`src/gpio_params.svh`:
```
`ifndef GPIO_PARAMS_SVH
`define GPIO_PARAMS_SVH
// Register offsets inside one 16-byte port slot
`define OFF_DATA 4'h0
`define OFF_MODE 4'h4
`define OFF_PULL 4'h8
`define OFF_RTBUF 4'hc
// Port slot numbers (upper address nibble)
`define SLOT_ZERO 4'h0
`define SLOT_MUXED 4'h1
`define SLOT_MIDDLE 4'h2
`define SLOT_UPPER 4'h3
`define SLOT_LOWER 4'h4
`define SLOT_ODRAIN 4'h5
`define SLOT_RT 4'h6
`define SLOT_AIN 4'h7
`define SLOT_CTRL 4'h8
// Control slot: status, mask, real-time control
`define OFF_STAT 4'h0
`define OFF_MASK 4'h4
`define OFF_RTCTL 4'h8
`define BIT_EDGE 0
`define BIT_RT_EN 0
// Reset values
`define RST_MODE 1'b1
`define RST_DATA 1'b0
`define RST_PULL 1'b0
`endif

```
`src/gpio_types_pkg.sv`:
```
`default_nettype none
package gpio_types_pkg;
  typedef enum logic [1:0] {
    PU_NONE = 2'b00,
    PU_PER_PIN = 2'b01,
    PU_GROUP = 2'b11
  } pu_mode_t;
  typedef enum logic {
    BUS_IDLE = 1'b0,
    BUS_ANSWER = 1'b1
  } bus_state_t;
endpackage : gpio_types_pkg
`default_nettype wire

```
`src/gpio_port_bank.sv`:
```
`include "gpio_params.svh"
`default_nettype none
module gpio_port_bank #(
  parameter int WIDTH = 8,
  parameter gpio_types_pkg::pu_mode_t PU_MODE = gpio_types_pkg::PU_PER_PIN,
  parameter bit OPEN_DRAIN = 1'b0
) (
  input wire logic clk,
  input wire logic rst_n,
  input wire logic ce,
  input wire logic data_we,
  input wire logic [WIDTH-1:0] data_wdata,
  input wire logic mode_we,
  input wire logic [WIDTH-1:0] mode_wdata,
  input wire logic pull_we,
  input wire logic [WIDTH-1:0] pull_wdata,
  input wire logic [WIDTH-1:0] pin_in,
  output logic [WIDTH-1:0] pin_out,
  output logic [WIDTH-1:0] pin_oe,
  output logic [WIDTH-1:0] pin_pu,
  output logic [WIDTH-1:0] pins_q,
  output logic [WIDTH-1:0] latch_q,
  output logic [WIDTH-1:0] mode_q,
  output logic [WIDTH-1:0] pull_q
);
  logic [WIDTH-1:0] latch_r;
  logic [WIDTH-1:0] mode_r;
  logic [WIDTH-1:0] pull_r;
  logic [WIDTH-1:0] pins_r;
  logic [WIDTH-1:0] pu_nxt;
  logic [WIDTH-1:0] oe_nxt;
  logic [WIDTH-1:0] out_nxt;

  assign pins_q = pins_r;
  assign latch_q = latch_r;
  assign mode_q = mode_r;
  assign pull_q = pull_r;

  always_ff @(posedge clk)
  begin
    if (!rst_n)
      latch_r <= {WIDTH{`RST_DATA}};
    else if (ce && data_we)
      latch_r <= data_wdata;
  end

  // One bit per pin, 1 = input
  always_ff @(posedge clk)
  begin
    if (!rst_n)
      mode_r <= {WIDTH{`RST_MODE}};
    else if (ce && mode_we)
      mode_r <= mode_wdata;
  end

  always_ff @(posedge clk)
  begin
    if (!rst_n || PU_MODE == gpio_types_pkg::PU_NONE)
      pull_r <= {WIDTH{`RST_PULL}};
    else if (ce && pull_we)
      pull_r <= pull_wdata;
  end

  always_ff @(posedge clk)
  begin
    if (!rst_n)
      pins_r <= '0;
    else if (ce)
      pins_r <= pin_in;
  end

  always_comb
  begin
    unique case (PU_MODE)
      gpio_types_pkg::PU_PER_PIN: pu_nxt = pull_r;
      gpio_types_pkg::PU_GROUP: pu_nxt = mode_r & {WIDTH{pull_r[0]}};
      default: pu_nxt = '0;
    endcase
  end

  // Open drain only ever pulls low; a high is left to the board
  assign oe_nxt = OPEN_DRAIN ? (~mode_r & ~latch_r) : ~mode_r;
  assign out_nxt = OPEN_DRAIN ? '0 : latch_r;

  always_ff @(posedge clk)
  begin
    if (!rst_n)
    begin
      pin_out <= '0;
      pin_oe <= '0;
      pin_pu <= '0;
    end
    else if (ce)
    begin
      pin_out <= out_nxt;
      pin_oe <= oe_nxt;
      pin_pu <= pu_nxt;
    end
  end
endmodule : gpio_port_bank
`default_nettype wire

```
`src/rt_output_stage.sv`:
```
`default_nettype none
module rt_output_stage #(
  parameter int WIDTH = 8
) (
  input wire logic clk,
  input wire logic rst_n,
  input wire logic ce,
  input wire logic rt_enable,
  input wire logic trigger,
  input wire logic sw_we,
  input wire logic [WIDTH-1:0] sw_wdata,
  output logic load_we,
  output logic [WIDTH-1:0] load_data,
  output logic [WIDTH-1:0] buf_q
);
  logic [WIDTH-1:0] buf_r;

  assign buf_q = buf_r;

  // While owned, software only fills the buffer
  always_ff @(posedge clk)
  begin
    if (!rst_n)
      buf_r <= '0;
    else if (ce && rt_enable && sw_we)
      buf_r <= sw_wdata;
  end

  // A write and a trigger in one cycle load the old buffer contents
  assign load_we = rt_enable ? trigger : sw_we;
  assign load_data = rt_enable ? buf_r : sw_wdata;
endmodule : rt_output_stage
`default_nettype wire

```
`src/gpio_ports.sv`:
```
`include "gpio_params.svh"
`default_nettype none
module gpio_ports (
  input wire logic clk,
  input wire logic rst_n,
  input wire logic ce,
  input wire logic [7:0] paddr,
  input wire logic psel,
  input wire logic penable,
  input wire logic pwrite,
  input wire logic [31:0] pwdata,
  output logic [31:0] prdata,
  output logic pready,
  output logic pslverr,
  output logic irq,
  input wire logic rt_trigger,
  input wire logic [7:0] analog_shared_input_port_in,
  input wire logic [6:0] port_zero_in,
  output logic [6:0] port_zero_out,
  output logic [6:0] port_zero_oe,
  output logic [6:0] port_zero_pu,
  input wire logic [7:0] muxed_address_data_port_in,
  output logic [7:0] muxed_address_data_port_out,
  output logic [7:0] muxed_address_data_port_oe,
  output logic [7:0] muxed_address_data_port_pu,
  input wire logic [7:0] middle_address_port_in,
  output logic [7:0] middle_address_port_out,
  output logic [7:0] middle_address_port_oe,
  output logic [7:0] middle_address_port_pu,
  input wire logic [7:0] upper_address_strobe_port_in,
  output logic [7:0] upper_address_strobe_port_out,
  output logic [7:0] upper_address_strobe_port_oe,
  output logic [7:0] upper_address_strobe_port_pu,
  input wire logic [7:0] lower_address_port_in,
  output logic [7:0] lower_address_port_out,
  output logic [7:0] lower_address_port_oe,
  output logic [7:0] lower_address_port_pu,
  input wire logic [5:0] open_drain_port_in,
  output logic [5:0] open_drain_port_out,
  output logic [5:0] open_drain_port_oe,
  input wire logic [7:0] realtime_output_port_pins_in,
  output logic [7:0] realtime_output_port_pins_out,
  output logic [7:0] realtime_output_port_pins_oe,
  output logic [7:0] realtime_output_port_pins_pu
);
  gpio_types_pkg::bus_state_t state_r;
  logic [3:0] slot;
  logic [3:0] off;
  logic setup_go;
  logic wr_go;
  logic [7:0] rd_nxt;
  logic err_nxt;
  logic [7:0] p_data;
  logic [7:0] p_mode;
  logic [7:0] p_pull;
  logic [7:0] ain_r;
  logic [7:0] lower_prev_r;
  logic fall;
  logic edge_flag_r;
  logic edge_flag_nxt;
  logic mask_r;
  logic rt_en_r;
  logic rt_load_we;
  logic [7:0] rt_load_data;
  logic [7:0] rt_buf_q;
  logic [6:0] pz_pins, pz_mode, pz_pull;
  logic [7:0] mx_pins, mx_mode, mx_pull;
  logic [7:0] md_pins, md_mode, md_pull;
  logic [7:0] up_pins, up_mode, up_pull;
  logic [7:0] lw_pins, lw_mode, lw_pull;
  logic [5:0] od_pins, od_latch, od_mode;
  logic [7:0] rt_pins, rt_latch, rt_mode, rt_pull;

  function automatic logic at(input logic [3:0] s, input logic [3:0] o,
                              input logic [3:0] ws, input logic [3:0] wo);
    return (s == ws) && (o == wo);
  endfunction : at

  assign slot = paddr[7:4];
  assign off = paddr[3:0];
  assign setup_go = ce && psel && penable &&
                    state_r == gpio_types_pkg::BUS_IDLE;
  // Writes land on the edge that ends the access phase
  assign wr_go = ce && psel && penable && pwrite && pready && !pslverr;

  // Two-cycle answer: decode at the first access edge, pready next cycle
  always_ff @(posedge clk)
  begin
    if (!rst_n)
    begin
      state_r <= gpio_types_pkg::BUS_IDLE;
      pready <= 1'b0;
      pslverr <= 1'b0;
      prdata <= '0;
    end
    else if (ce)
    begin
      unique case (state_r)
        gpio_types_pkg::BUS_IDLE:
        begin
          if (setup_go)
          begin
            state_r <= gpio_types_pkg::BUS_ANSWER;
            pready <= 1'b1;
            pslverr <= err_nxt;
            prdata <= pwrite ? 32'h0000_0000 : {24'h00_0000, rd_nxt};
          end
        end
        gpio_types_pkg::BUS_ANSWER:
        begin
          state_r <= gpio_types_pkg::BUS_IDLE;
          pready <= 1'b0;
          pslverr <= 1'b0;
        end
      endcase
    end
  end

  always_comb
  begin
    p_data = 8'h00;
    p_mode = 8'h00;
    p_pull = 8'h00;
    unique case (slot)
      `SLOT_ZERO:
      begin
        p_data = {1'b0, pz_pins};
        p_mode = {1'b0, pz_mode};
        p_pull = {1'b0, pz_pull};
      end
      `SLOT_MUXED:
      begin
        p_data = mx_pins;
        p_mode = mx_mode;
        p_pull = {7'h00, mx_pull[0]};
      end
      `SLOT_MIDDLE:
      begin
        p_data = md_pins;
        p_mode = md_mode;
        p_pull = {7'h00, md_pull[0]};
      end
      `SLOT_UPPER:
      begin
        p_data = up_pins;
        p_mode = up_mode;
        p_pull = {7'h00, up_pull[0]};
      end
      `SLOT_LOWER:
      begin
        p_data = lw_pins;
        p_mode = lw_mode;
        p_pull = lw_pull;
      end
      `SLOT_ODRAIN:
      begin
        p_data = {2'b00, od_pins};
        p_mode = {2'b00, od_mode};
      end
      `SLOT_RT:
      begin
        p_data = rt_pins;
        p_mode = rt_mode;
        p_pull = rt_pull;
      end
      `SLOT_AIN: p_data = ain_r;
      default: p_data = 8'h00;
    endcase
  end

  always_comb
  begin
    err_nxt = 1'b0;
    rd_nxt = 8'h00;
    if (slot == `SLOT_CTRL)
    begin
      unique case (off)
        `OFF_STAT: rd_nxt = {7'h00, edge_flag_r};
        `OFF_MASK: rd_nxt = {7'h00, mask_r};
        `OFF_RTCTL: rd_nxt = {7'h00, rt_en_r};
        default: err_nxt = 1'b1;
      endcase
    end
    else if (slot > `SLOT_CTRL)
      err_nxt = 1'b1;
    else if (off == `OFF_DATA)
      rd_nxt = p_data;
    else if (slot == `SLOT_AIN || slot == `SLOT_ODRAIN && off == `OFF_PULL)
      err_nxt = 1'b1;
    else if (off == `OFF_MODE)
      rd_nxt = p_mode;
    else if (off == `OFF_PULL)
      rd_nxt = p_pull;
    else if (slot == `SLOT_RT && off == `OFF_RTBUF)
      rd_nxt = rt_buf_q;
    else
      err_nxt = 1'b1;
  end

  // Input-only port: sampled, never driven
  always_ff @(posedge clk)
  begin
    if (!rst_n)
      ain_r <= 8'h00;
    else if (ce)
      ain_r <= analog_shared_input_port_in;
  end

  gpio_port_bank #(.WIDTH(7), .PU_MODE(gpio_types_pkg::PU_PER_PIN),
    .OPEN_DRAIN(1'b0)) u_zero (
    .clk(clk), .rst_n(rst_n), .ce(ce),
    .data_we(wr_go && at(slot, off, `SLOT_ZERO, `OFF_DATA)),
    .data_wdata(pwdata[6:0]),
    .mode_we(wr_go && at(slot, off, `SLOT_ZERO, `OFF_MODE)),
    .mode_wdata(pwdata[6:0]),
    .pull_we(wr_go && at(slot, off, `SLOT_ZERO, `OFF_PULL)),
    .pull_wdata(pwdata[6:0]), .pin_in(port_zero_in),
    .pin_out(port_zero_out), .pin_oe(port_zero_oe),
    .pin_pu(port_zero_pu), .pins_q(pz_pins), .latch_q(),
    .mode_q(pz_mode), .pull_q(pz_pull));

  gpio_port_bank #(.WIDTH(8), .PU_MODE(gpio_types_pkg::PU_GROUP),
    .OPEN_DRAIN(1'b0)) u_muxed (
    .clk(clk), .rst_n(rst_n), .ce(ce),
    .data_we(wr_go && at(slot, off, `SLOT_MUXED, `OFF_DATA)),
    .data_wdata(pwdata[7:0]),
    .mode_we(wr_go && at(slot, off, `SLOT_MUXED, `OFF_MODE)),
    .mode_wdata(pwdata[7:0]),
    .pull_we(wr_go && at(slot, off, `SLOT_MUXED, `OFF_PULL)),
    .pull_wdata(pwdata[7:0]), .pin_in(muxed_address_data_port_in),
    .pin_out(muxed_address_data_port_out),
    .pin_oe(muxed_address_data_port_oe),
    .pin_pu(muxed_address_data_port_pu), .pins_q(mx_pins),
    .latch_q(), .mode_q(mx_mode), .pull_q(mx_pull));

  gpio_port_bank #(.WIDTH(8), .PU_MODE(gpio_types_pkg::PU_GROUP),
    .OPEN_DRAIN(1'b0)) u_middle (
    .clk(clk), .rst_n(rst_n), .ce(ce),
    .data_we(wr_go && at(slot, off, `SLOT_MIDDLE, `OFF_DATA)),
    .data_wdata(pwdata[7:0]),
    .mode_we(wr_go && at(slot, off, `SLOT_MIDDLE, `OFF_MODE)),
    .mode_wdata(pwdata[7:0]),
    .pull_we(wr_go && at(slot, off, `SLOT_MIDDLE, `OFF_PULL)),
    .pull_wdata(pwdata[7:0]), .pin_in(middle_address_port_in),
    .pin_out(middle_address_port_out), .pin_oe(middle_address_port_oe),
    .pin_pu(middle_address_port_pu), .pins_q(md_pins),
    .latch_q(), .mode_q(md_mode), .pull_q(md_pull));

  gpio_port_bank #(.WIDTH(8), .PU_MODE(gpio_types_pkg::PU_GROUP),
    .OPEN_DRAIN(1'b0)) u_upper (
    .clk(clk), .rst_n(rst_n), .ce(ce),
    .data_we(wr_go && at(slot, off, `SLOT_UPPER, `OFF_DATA)),
    .data_wdata(pwdata[7:0]),
    .mode_we(wr_go && at(slot, off, `SLOT_UPPER, `OFF_MODE)),
    .mode_wdata(pwdata[7:0]),
    .pull_we(wr_go && at(slot, off, `SLOT_UPPER, `OFF_PULL)),
    .pull_wdata(pwdata[7:0]), .pin_in(upper_address_strobe_port_in),
    .pin_out(upper_address_strobe_port_out),
    .pin_oe(upper_address_strobe_port_oe),
    .pin_pu(upper_address_strobe_port_pu), .pins_q(up_pins),
    .latch_q(), .mode_q(up_mode), .pull_q(up_pull));

  gpio_port_bank #(.WIDTH(8), .PU_MODE(gpio_types_pkg::PU_PER_PIN),
    .OPEN_DRAIN(1'b0)) u_lower (
    .clk(clk), .rst_n(rst_n), .ce(ce),
    .data_we(wr_go && at(slot, off, `SLOT_LOWER, `OFF_DATA)),
    .data_wdata(pwdata[7:0]),
    .mode_we(wr_go && at(slot, off, `SLOT_LOWER, `OFF_MODE)),
    .mode_wdata(pwdata[7:0]),
    .pull_we(wr_go && at(slot, off, `SLOT_LOWER, `OFF_PULL)),
    .pull_wdata(pwdata[7:0]), .pin_in(lower_address_port_in),
    .pin_out(lower_address_port_out), .pin_oe(lower_address_port_oe),
    .pin_pu(lower_address_port_pu), .pins_q(lw_pins),
    .latch_q(), .mode_q(lw_mode), .pull_q(lw_pull));

  gpio_port_bank #(.WIDTH(6), .PU_MODE(gpio_types_pkg::PU_NONE),
    .OPEN_DRAIN(1'b1)) u_odrain (
    .clk(clk), .rst_n(rst_n), .ce(ce),
    .data_we(wr_go && at(slot, off, `SLOT_ODRAIN, `OFF_DATA)),
    .data_wdata(pwdata[5:0]),
    .mode_we(wr_go && at(slot, off, `SLOT_ODRAIN, `OFF_MODE)),
    .mode_wdata(pwdata[5:0]), .pull_we(1'b0), .pull_wdata(6'h00),
    .pin_in(open_drain_port_in), .pin_out(open_drain_port_out),
    .pin_oe(open_drain_port_oe), .pin_pu(),
    .pins_q(od_pins), .latch_q(od_latch), .mode_q(od_mode),
    .pull_q());

  rt_output_stage #(.WIDTH(8)) u_rt_stage (
    .clk(clk), .rst_n(rst_n), .ce(ce), .rt_enable(rt_en_r),
    .trigger(rt_trigger),
    .sw_we(wr_go && at(slot, off, `SLOT_RT, `OFF_DATA)),
    .sw_wdata(pwdata[7:0]), .load_we(rt_load_we),
    .load_data(rt_load_data), .buf_q(rt_buf_q));

  gpio_port_bank #(.WIDTH(8), .PU_MODE(gpio_types_pkg::PU_PER_PIN),
    .OPEN_DRAIN(1'b0)) u_rt (
    .clk(clk), .rst_n(rst_n), .ce(ce),
    .data_we(rt_load_we), .data_wdata(rt_load_data),
    .mode_we(wr_go && at(slot, off, `SLOT_RT, `OFF_MODE)),
    .mode_wdata(pwdata[7:0]),
    .pull_we(wr_go && at(slot, off, `SLOT_RT, `OFF_PULL)),
    .pull_wdata(pwdata[7:0]), .pin_in(realtime_output_port_pins_in),
    .pin_out(realtime_output_port_pins_out),
    .pin_oe(realtime_output_port_pins_oe),
    .pin_pu(realtime_output_port_pins_pu), .pins_q(rt_pins),
    .latch_q(rt_latch), .mode_q(rt_mode), .pull_q(rt_pull));

  always_ff @(posedge clk)
  begin
    if (!rst_n)
    begin
      mask_r <= 1'b0;
      rt_en_r <= 1'b0;
    end
    else if (wr_go && at(slot, off, `SLOT_CTRL, `OFF_MASK))
      mask_r <= pwdata[`BIT_EDGE];
    else if (wr_go && at(slot, off, `SLOT_CTRL, `OFF_RTCTL))
      rt_en_r <= pwdata[`BIT_RT_EN];
  end

  // Edge seen on sampled pins, in either direction mode
  assign fall = |(lower_prev_r & ~lw_pins);

  always_ff @(posedge clk)
  begin
    if (!rst_n)
      lower_prev_r <= 8'h00;
    else if (ce)
      lower_prev_r <= lw_pins;
  end

  // A new edge beats a write-one-to-clear in the same cycle
  always_comb
  begin
    edge_flag_nxt = edge_flag_r;
    if (wr_go && at(slot, off, `SLOT_CTRL, `OFF_STAT) && pwdata[`BIT_EDGE])
      edge_flag_nxt = 1'b0;
    if (fall)
      edge_flag_nxt = 1'b1;
  end

  always_ff @(posedge clk)
  begin
    if (!rst_n)
    begin
      edge_flag_r <= 1'b0;
      irq <= 1'b0;
    end
    else if (ce)
    begin
      edge_flag_r <= edge_flag_nxt;
      irq <= edge_flag_nxt && mask_r;
    end
  end

  a_dir_per_pin: assert property (
    @(posedge clk) disable iff (!rst_n)
    (wr_go && at(slot, off, `SLOT_ZERO, `OFF_MODE)) ##1 ce
    |=> port_zero_oe == ~$past(pwdata[6:0], 2))
    else $error("Direction write did not reach output enables");

  a_input_only_read: assert property (
    @(posedge clk) disable iff (!rst_n)
    setup_go && !pwrite && at(slot, off, `SLOT_AIN, `OFF_DATA)
    |=> prdata[7:0] == $past(ain_r))
    else $error("Input-only port read returned wrong value");

  a_pullup_per_pin: assert property (
    @(posedge clk) disable iff (!rst_n)
    ce |=> port_zero_pu == $past(pz_pull) &&
    lower_address_port_pu == $past(lw_pull))
    else $error("Per-pin pull-up not following its bit");

  a_group_pullup: assert property (
    @(posedge clk) disable iff (!rst_n)
    (muxed_address_data_port_oe & muxed_address_data_port_pu) == 8'h00 &&
    (middle_address_port_oe & middle_address_port_pu) == 8'h00 &&
    (upper_address_strobe_port_oe & upper_address_strobe_port_pu) == 8'h00)
    else $error("Pull-up on an output pin of an address port");

  a_fall_sets_flag: assert property (
    @(posedge clk) disable iff (!rst_n)
    ce && fall |=> edge_flag_r ##0 (!mask_r || !$past(mask_r) || irq))
    else $error("Falling edge did not set flag");

  a_open_drain: assert property (
    @(posedge clk) disable iff (!rst_n)
    open_drain_port_out == 6'h00 &&
    (open_drain_port_oe & ~$past(~od_mode & ~od_latch)) == 6'h00)
    else $error("Open-drain port drove high or unasked");

  a_rt_trigger_only: assert property (
    @(posedge clk) disable iff (!rst_n)
    rt_en_r && !rt_trigger |=> $stable(rt_latch))
    else $error("Real-time pins changed without trigger");

  a_reset_state: assert property (
    @(posedge clk)
    !rst_n |=> port_zero_oe == 7'h00 && port_zero_pu == 7'h00 &&
    lower_address_port_oe == 8'h00 && muxed_address_data_port_pu == 8'h00 &&
    !edge_flag_r && !irq)
    else $error("Reset state wrong");
endmodule : gpio_ports
`default_nettype wire

```
`config.mk`:
```
export PLATFORM = sky130hd
export DESIGN_NAME = gpio_ports
export DESIGN_NICKNAME = d
export VERILOG_FILES = /design/src/gpio_types_pkg.sv /design/src/gpio_port_bank.sv /design/src/rt_output_stage.sv /design/src/gpio_ports.sv
export VERILOG_INCLUDE_DIRS = /design/src
export SDC_FILE = /design/constraint.sdc
export NUM_CORES = 1
export LEC_CHECK = 0
export BUFFER_PORTS_ARGS = -buffer_cell sky130_fd_sc_hd__buf_2
export CAP_MARGIN = 10
export CORE_MARGIN = 5
export CORE_UTILIZATION = 40
export CTS_CLUSTER_DIAMETER = 150
export DETAILED_ROUTE_END_ITERATION = 6
export SLEW_MARGIN = 20
export SYNTH_ARGS = -nofsm -noshare
export SYNTH_HDL_FRONTEND = slang
export SYNTH_SLANG_ARGS = --single-unit
```
`constraint.sdc`:
```
create_clock -name clk -period 3.3 [get_ports clk]
set_input_delay 0.165 -clock clk [delete_from_list [all_inputs] [get_ports clk]]
set_output_delay 0.165 -clock clk [all_outputs]
set_load 0.02 [all_outputs]
```
; Yosys cells after proc, flatten, opt, wreduce, memory -nomap -nowiden
; Cells that the tools add are included.
[totals]
ff_bits = 395
input_bits = 108
output_inout_bits = 188
word_cells = 203
[classes]
magnitude_cmp = 1
n_eq_ne = 12
n_mux = 30
bitwise = 16
reduce_logical = 87
[ops]
columns = cell, count
row1 = 1-bit logical AND, 78
row2 = 8-bit two-way mux, 9
row3 = 8-bit case mux with 8 select lines, 1
row4 = 8-bit case mux with 7 select lines, 1
row5 = 8-bit inverter, 6
row6 = 8-bit case mux with 6 select lines, 1
row7 = 8-bit AND, 4
row8 = "4-bit by 3-bit equality test with 1-bit output, second input constant", 5
row9 = 1-bit two-way mux, 14
row10 = "4-bit equality test, second input constant", 3
row11 = 6-bit inverter, 2
row12 = "4-bit by 2-bit equality test with 1-bit output, second input constant", 2
row13 = 4-bit logical NOT, 2
row14 = 8-bit OR reduction, 1
row15 = 7-bit inverter, 1
row16 = 6-bit AND, 1
row17 = 1-bit case mux with 2 select lines, 3
row18 = "4-bit by 1-bit equality test with 1-bit output, second input constant", 1
row19 = "4-bit > comparator, second input constant", 1
row20 = 2-bit AND reduction, 2
row21 = 1-bit case mux with 3 select lines, 1
row22 = 3-bit AND reduction, 1
row23 = 3-bit OR reduction, 1
row24 = "2-bit != test, second input constant", 1
row25 = other kinds (3), 4

; Logic depth before layout (Yosys ltp)
[logic_depth]
ltp_word = 11
mapped_depth = 8
depth_no_buf = 5

; Hierarchy
; Synthesis repeated with hierarchy kept, for this count alone.
[unflattened]
cells_unflattened = 1880
area_unflattened_um2 = 17794.6
[modules_own_cells]
columns = mod, n_inst, cells_per_inst, area_per_inst_um2, seq_area_each_um2
row1 = gpio_port_bank at u_middle ..., 3, 226, 2190.9, 1121.1
row2 = gpio_port_bank at u_lower ..., 2, 217, 2213.4, 1121.1
row3 = gpio_ports, 1, 415, 3278.1, 620.6
row4 = gpio_port_bank at u_zero, 1, 189, 1894.3, 980.9
row5 = gpio_port_bank at u_odrain, 1, 118, 1177.4, 480.5
row6 = rt_output_stage, 1, 46, 445.4, 160.2

; Worst setup path after synthesis
; OpenSTA, ideal clock, no wires.
[synth_timing]
path_kind = register to register
from = register pready
to = register u_rt.latch_r[0], in the netlist u_rt.latch_q[0]
setup_ns = 0.140
t_arrival_ns = 1.684
required_time_ns = 3.160
path_slack_ns = 1.476
path_stages_with_launch = 8
n_path_buf = 2
synth_period_minus_slack_ns = 1.824
cell_sequence = dfxtp_1 -> and3b_1 -> clkbuf_1 -> nand3_1 -> o31ai_4 -> and2_1 -> buf_6 -> a211oi_1
[synth_via]
elab_chain_len = 5
[synth_rtl]
columns = item, line_no
row1 = "start, declared", gpio_ports.sv:13  ; output logic pready,
row2 = "start signal, assigned", gpio_ports.sv:92  ; pready <= 1'b0;
row3 = "start signal, assigned", gpio_ports.sv:104  ; pready <= 1'b1;
row4 = "start signal, assigned", gpio_ports.sv:112  ; pready <= 1'b0;
row5 = 1-bit logical AND (2 in series), gpio_ports.sv:84  ; assign wr_go = ce && psel && penable && pwrite && pready && !pslverr;
row6 = 1-bit logical AND, gpio_ports.sv:291  ; .sw_we(wr_go && at(slot, off, `SLOT_RT, `OFF_DATA)),
row7 = 1-bit two-way mux, rt_output_stage.sv:30  ; assign load_we = rt_enable ? trigger : sw_we;
row8 = 1-bit logical AND, gpio_port_bank.sv:43  ; else if (ce && data_we)
row9 = "end signal, assigned", gpio_port_bank.sv:42  ; latch_r <= {WIDTH{`RST_DATA}};
row10 = "end signal, assigned", gpio_port_bank.sv:44  ; latch_r <= data_wdata;
row11 = "end, declared", gpio_port_bank.sv:26  ; logic [WIDTH-1:0] latch_r;
; Every way passes these cells.
; A chain may end at the register's enable or synchronous reset.

; Worst setup path after layout
[layout_timing]
from = input port ce
to = register u_rt.pull_r[2], in the netlist u_rt.pull_q[2]
[layout_via]
elab_chain_len = 7
[layout_rtl]
columns = item, line_no
row1 = "start, declared", gpio_ports.sv:6  ; input wire logic ce,
row2 = 1-bit logical AND (5 in series), gpio_ports.sv:84
row3 = 1-bit logical AND, gpio_ports.sv:301  ; .pull_we(wr_go && at(slot, off, `SLOT_RT, `OFF_PULL)),
row4 = 1-bit logical AND (*), gpio_port_bank.sv:60  ; else if (ce && pull_we)
row5 = "end signal, assigned", gpio_port_bank.sv:59  ; pull_r <= {WIDTH{`RST_PULL}};
row6 = "end signal, assigned", gpio_port_bank.sv:61  ; pull_r <= pull_wdata;
row7 = "end, declared", gpio_port_bank.sv:28  ; logic [WIDTH-1:0] pull_r;
; Mark *: on every way between the ends. The rest lies on a longest branch, timed or not.

==> results_dict.tcl <==
set metrics [dict create \
    critical_path_class "input pin to flop" \
    tightestPinTransition_ns 0.937 \
    slew_headroom_pct 37.4 \
    global_route_wire_length_before_repair_um 75800 \
    combPwrFrac_pct 6.8 \
    cpLargestDelayFamily "buffers and inverters" \
    drive_gt1_share_pct 19.1 \
    yosys_warnings 0 \
    synthesis.instances 1706 \
    total_leakage_power_nw 8.33 \
    area_growth_pct 21.9 \
    track_usage_pct 23.2 \
    yosys.area.top_type_share_pct 48.2 \
    drt_first_pass_iters 6 \
    p_switching_mw 2.33 \
    crit_path_end "u_rt.pull_q[2]" \
    layout.cell_area.non_filler_um2 18800 \
    post-dp-hpwl_um 35100 \
    critical_path.startpoint "ce" \
    initial_antenna_violation_count 2 \
    drt_drc_violations_left 0 \
    clockRootBuffer "sky130_fd_sc_hd__clkbuf_16" \
    post_synth_edffs 0 \
    start_kind "input pin" \
    globalRoute.totalOverflow 0 \
    timing.critical_path.slowest_stage_cell "sky130_fd_sc_hd__nor2_1" \
    synth_top_cell_by_area "sky130_fd_sc_hd__dfxtp_1" \
    finish.cell_count_without_fillers 2486 \
    sequential_share_of_power_pct 46.5 \
    yosys-top-cells-area "sky130_fd_sc_hd__dfxtp_1 48%, sky130_fd_sc_hd__mux2i_1 16%, sky130_fd_sc_hd__nor2_1 7.2%, sky130_fd_sc_hd__a21oi_1 3.6%, sky130_fd_sc_hd__nand2_1 3.2%" \
    synth_seq_area_share_pct 48.2 \
    crit_arrival_ns 2.91 \
    fill_cell_instance_count_of_the_final_layout 3665 \
    numClockSinks 371 \
    finalPower_mw 9.83 \
    mostFrequentLayoutCells "371 x sky130_fd_sc_hd__dfxtp_1, 297 x sky130_fd_sc_hd__nor2_1, 243 x sky130_fd_sc_hd__mux2i_1, 240 x sky130_fd_sc_hd__buf_2, 133 x sky130_fd_sc_hd__nand2_1" \
    fp.dieArea_um2 42500 \
    floorplan.rows 71 \
    cp_data_required_time_ns 3.78 \
    timing.rr.start "pready" \
    finClkSkew_ns 0.0207 \
    final_common_cell "sky130_fd_sc_hd__dfxtp_1" \
    clk_path_buf_depth 3 \
    synth_area_um2 15400 \
    design.final.nets 2051 \
    critical_path.reg2reg.endpoint "u_rt.latch_q[1]" \
    initial_utilization_pct 40.7 \
    clock.fmax_mhz 411 \
    timing.critical_path.to_type "flop" \
    yosys.cell_types.count 77 \
    p_int_mw 7.50 \
    cts_bufs_inserted 41 \
    die_height_um 206 \
    finalHoldViolations 0 \
    crit_chain "dlygate4sd3_1 -> buf_8 -> buf_12 -> nand2_1 -> nor2_1 -> nand2_1 -> a21oi_1" \
    multi_input_area_um2 7180 \
    timing.critical_path.buf_inv 3 \
    total_of_max_cap_violations 0 \
    gpl_congestion 0.928 \
    vias 13100 \
    power_switching_share_pct 23.7 \
    first_global_vias 12400 \
    grt_start_max_net_pins 117 \
    routed_wirelength_um 50900 \
    synth_top_flop_cell "sky130_fd_sc_hd__dfxtp_1" \
    clk_transition_reported_paths_ns 0.06 \
    ctsHtreeMaxLevel 2 \
    drt_iter0_markers 1117 \
    core_area_um2 37800 \
    ant_nets 0 \
    timing.critical_path.slowest_cell_delay_ns 0.61 \
    share_clk_of_total_power_pct 46.7 \
    tritoncts_clock_tree "yes" \
    worstSetupPathDepth 7 \
    power_density_nw_per_um2 523 \
    yosys_register_bits 371 \
    io_pins 296 \
    route.detailed.vias_per_inst 5.26 \
    vdd.ir_drop.worst_uv 342 \
    final_max_slew_viol_count 0 \
    cell_type_with_the_highest_occurrence_count_on_the_critical_path "sky130_fd_sc_hd__nand2_1" \
    avgSynthCellArea_um2 9.03 \
    flip_flop_and_latch_area_um2 7430 \
    placed_area_um2 16800 \
    post_cts_setup_buffers 0 \
    grt_setup_unrepaired "no" \
    avgRoutedWirePerCell_um 20.5 \
    tmin_final_ns 2.43 \
    timing.final.setup_violations 0 \
    crit_fanout 110 \
    hp-class "input pin to flop" \
    port_buffers 241 \
    setup_tns_ns 0 \
    fraction_of_registers_with_async_set_or_reset_after_synthesis_pct 0 \
    clk-insertion-delay-late_ns 0.56 \
    regToRegSetupSlack_ns 1.02 \
    run_status "finished clean" \
    post-place-cells 2349 \
    final.period_utilization_pct 73.7 \
    die_x_um 206 \
    reg2reg_depth 5 \
]
logic make-up after synthesis:
kind of cell | count (synthesis) | share of synthesized area, %
other cells | 1 | 0.0243
buf+inv | 192 | 5.86
compound gates | 294 | 11.9
mux | 254 | 16.8
simple gates | 594 | 17.2
flops | 371 | 48.2
synth_stat cells (5+ instances only):
| library cell | n |
|---|---|
| sky130_fd_sc_hd__a211oi_1 | 6 |
| sky130_fd_sc_hd__a21boi_0 | 5 |
| sky130_fd_sc_hd__a21oi_1 | 112 |
| sky130_fd_sc_hd__a22oi_1 | 23 |
| sky130_fd_sc_hd__a31oi_1 | 5 |
| sky130_fd_sc_hd__and2_1 | 7 |
| sky130_fd_sc_hd__and3_1 | 5 |
| sky130_fd_sc_hd__buf_1 | 9 |
| sky130_fd_sc_hd__buf_2 | 28 |
| sky130_fd_sc_hd__buf_4 | 35 |
| sky130_fd_sc_hd__clkbuf_1 | 92 |
| sky130_fd_sc_hd__dfxtp_1 | 371 |
| sky130_fd_sc_hd__inv_1 | 25 |
| sky130_fd_sc_hd__mux2_2 | 8 |
| sky130_fd_sc_hd__mux2i_1 | 243 |
| sky130_fd_sc_hd__nand2_1 | 133 |
| sky130_fd_sc_hd__nand2b_1 | 15 |
| sky130_fd_sc_hd__nand3_1 | 76 |
| sky130_fd_sc_hd__nand3b_1 | 5 |
| sky130_fd_sc_hd__nor2_1 | 297 |
| sky130_fd_sc_hd__nor2b_1 | 15 |
| sky130_fd_sc_hd__nor3_1 | 9 |
| sky130_fd_sc_hd__o211ai_1 | 6 |
| sky130_fd_sc_hd__o21ai_0 | 75 |
| sky130_fd_sc_hd__o2bb2ai_1 | 7 |
per-layer routing:
layer | global-route usage, % | wire [um]
met5 | 0 | 13
met1 | 32.0 | 22700
met4 | 6.82 | 1130
met2 | 37.1 | 23700
met3 | 4.42 | 3350
worst min-delay path: stages:
cell                      delay [ns]
sky130_fd_sc_hd__buf_2          0.11
sky130_fd_sc_hd__a21oi_1        0.06
sky130_fd_sc_hd__o21ai_0        0.14
sky130_fd_sc_hd__a21oi_1        0.06
stage by stage:
stage / utilization, % / hold WS (ns) / worst slack, ns
global route: 49.6 / 0.0388 / 0.719
finish: 49.6 / 0.0291 / 0.869
CTS: 49.6 / 0.00308 / 0.948
floorplan: - / 0.309 / 1.48
global placement: 44.4 / 0.399 / 0.748
detailed placement: 44.4 / 0.406 / 0.702
worst min path at each step:
| stage | from | to | cells past startpoint |
|---|---|---|---|
| floorplan | pwdata[6] | u_muxed.latch_q[6] | 2 |
| global placement | muxed_address_data_port_in[0] | u_muxed.pins_q[0] | 3 |
| detailed placement | realtime_output_port_pins_in[2] | u_rt.pins_q[2] | 3 |
| CTS | psel | pslverr | 4 |
| global route | psel | pslverr | 4 |
| finish | psel | pslverr | 4 |
repair_timing:
item / CTS / global route
hold buffers: 62 / 0
endpoints found under the hold margin: 62 / 0
resized for setup: 0 / 0
power groups by stage:
stage | sequential [mW] | combinational, mW | clock (mW)
floorplan | 4.65 | 0.443 | 0
global placement | 4.67 | 0.600 | 0
detailed placement | 4.67 | 0.605 | 0
CTS | 4.57 | 0.668 | 4.67
global route | 4.57 | 0.716 | 4.88
finish | 4.57 | 0.670 | 4.59
layout make-up:
class / count / share of cell area [%]
antenna: 2 / 0.0267
inverter: 26 / 0.560
clock buffer: 60 / 6.71
clock inverter: 13 / 0.533
multi-input combinational: 1172 / 38.3
timing repair buffer: 331 / 11.0
sequential: 371 / 39.5
tap: 511 / 3.40
(Power assumes the default switching activity.)
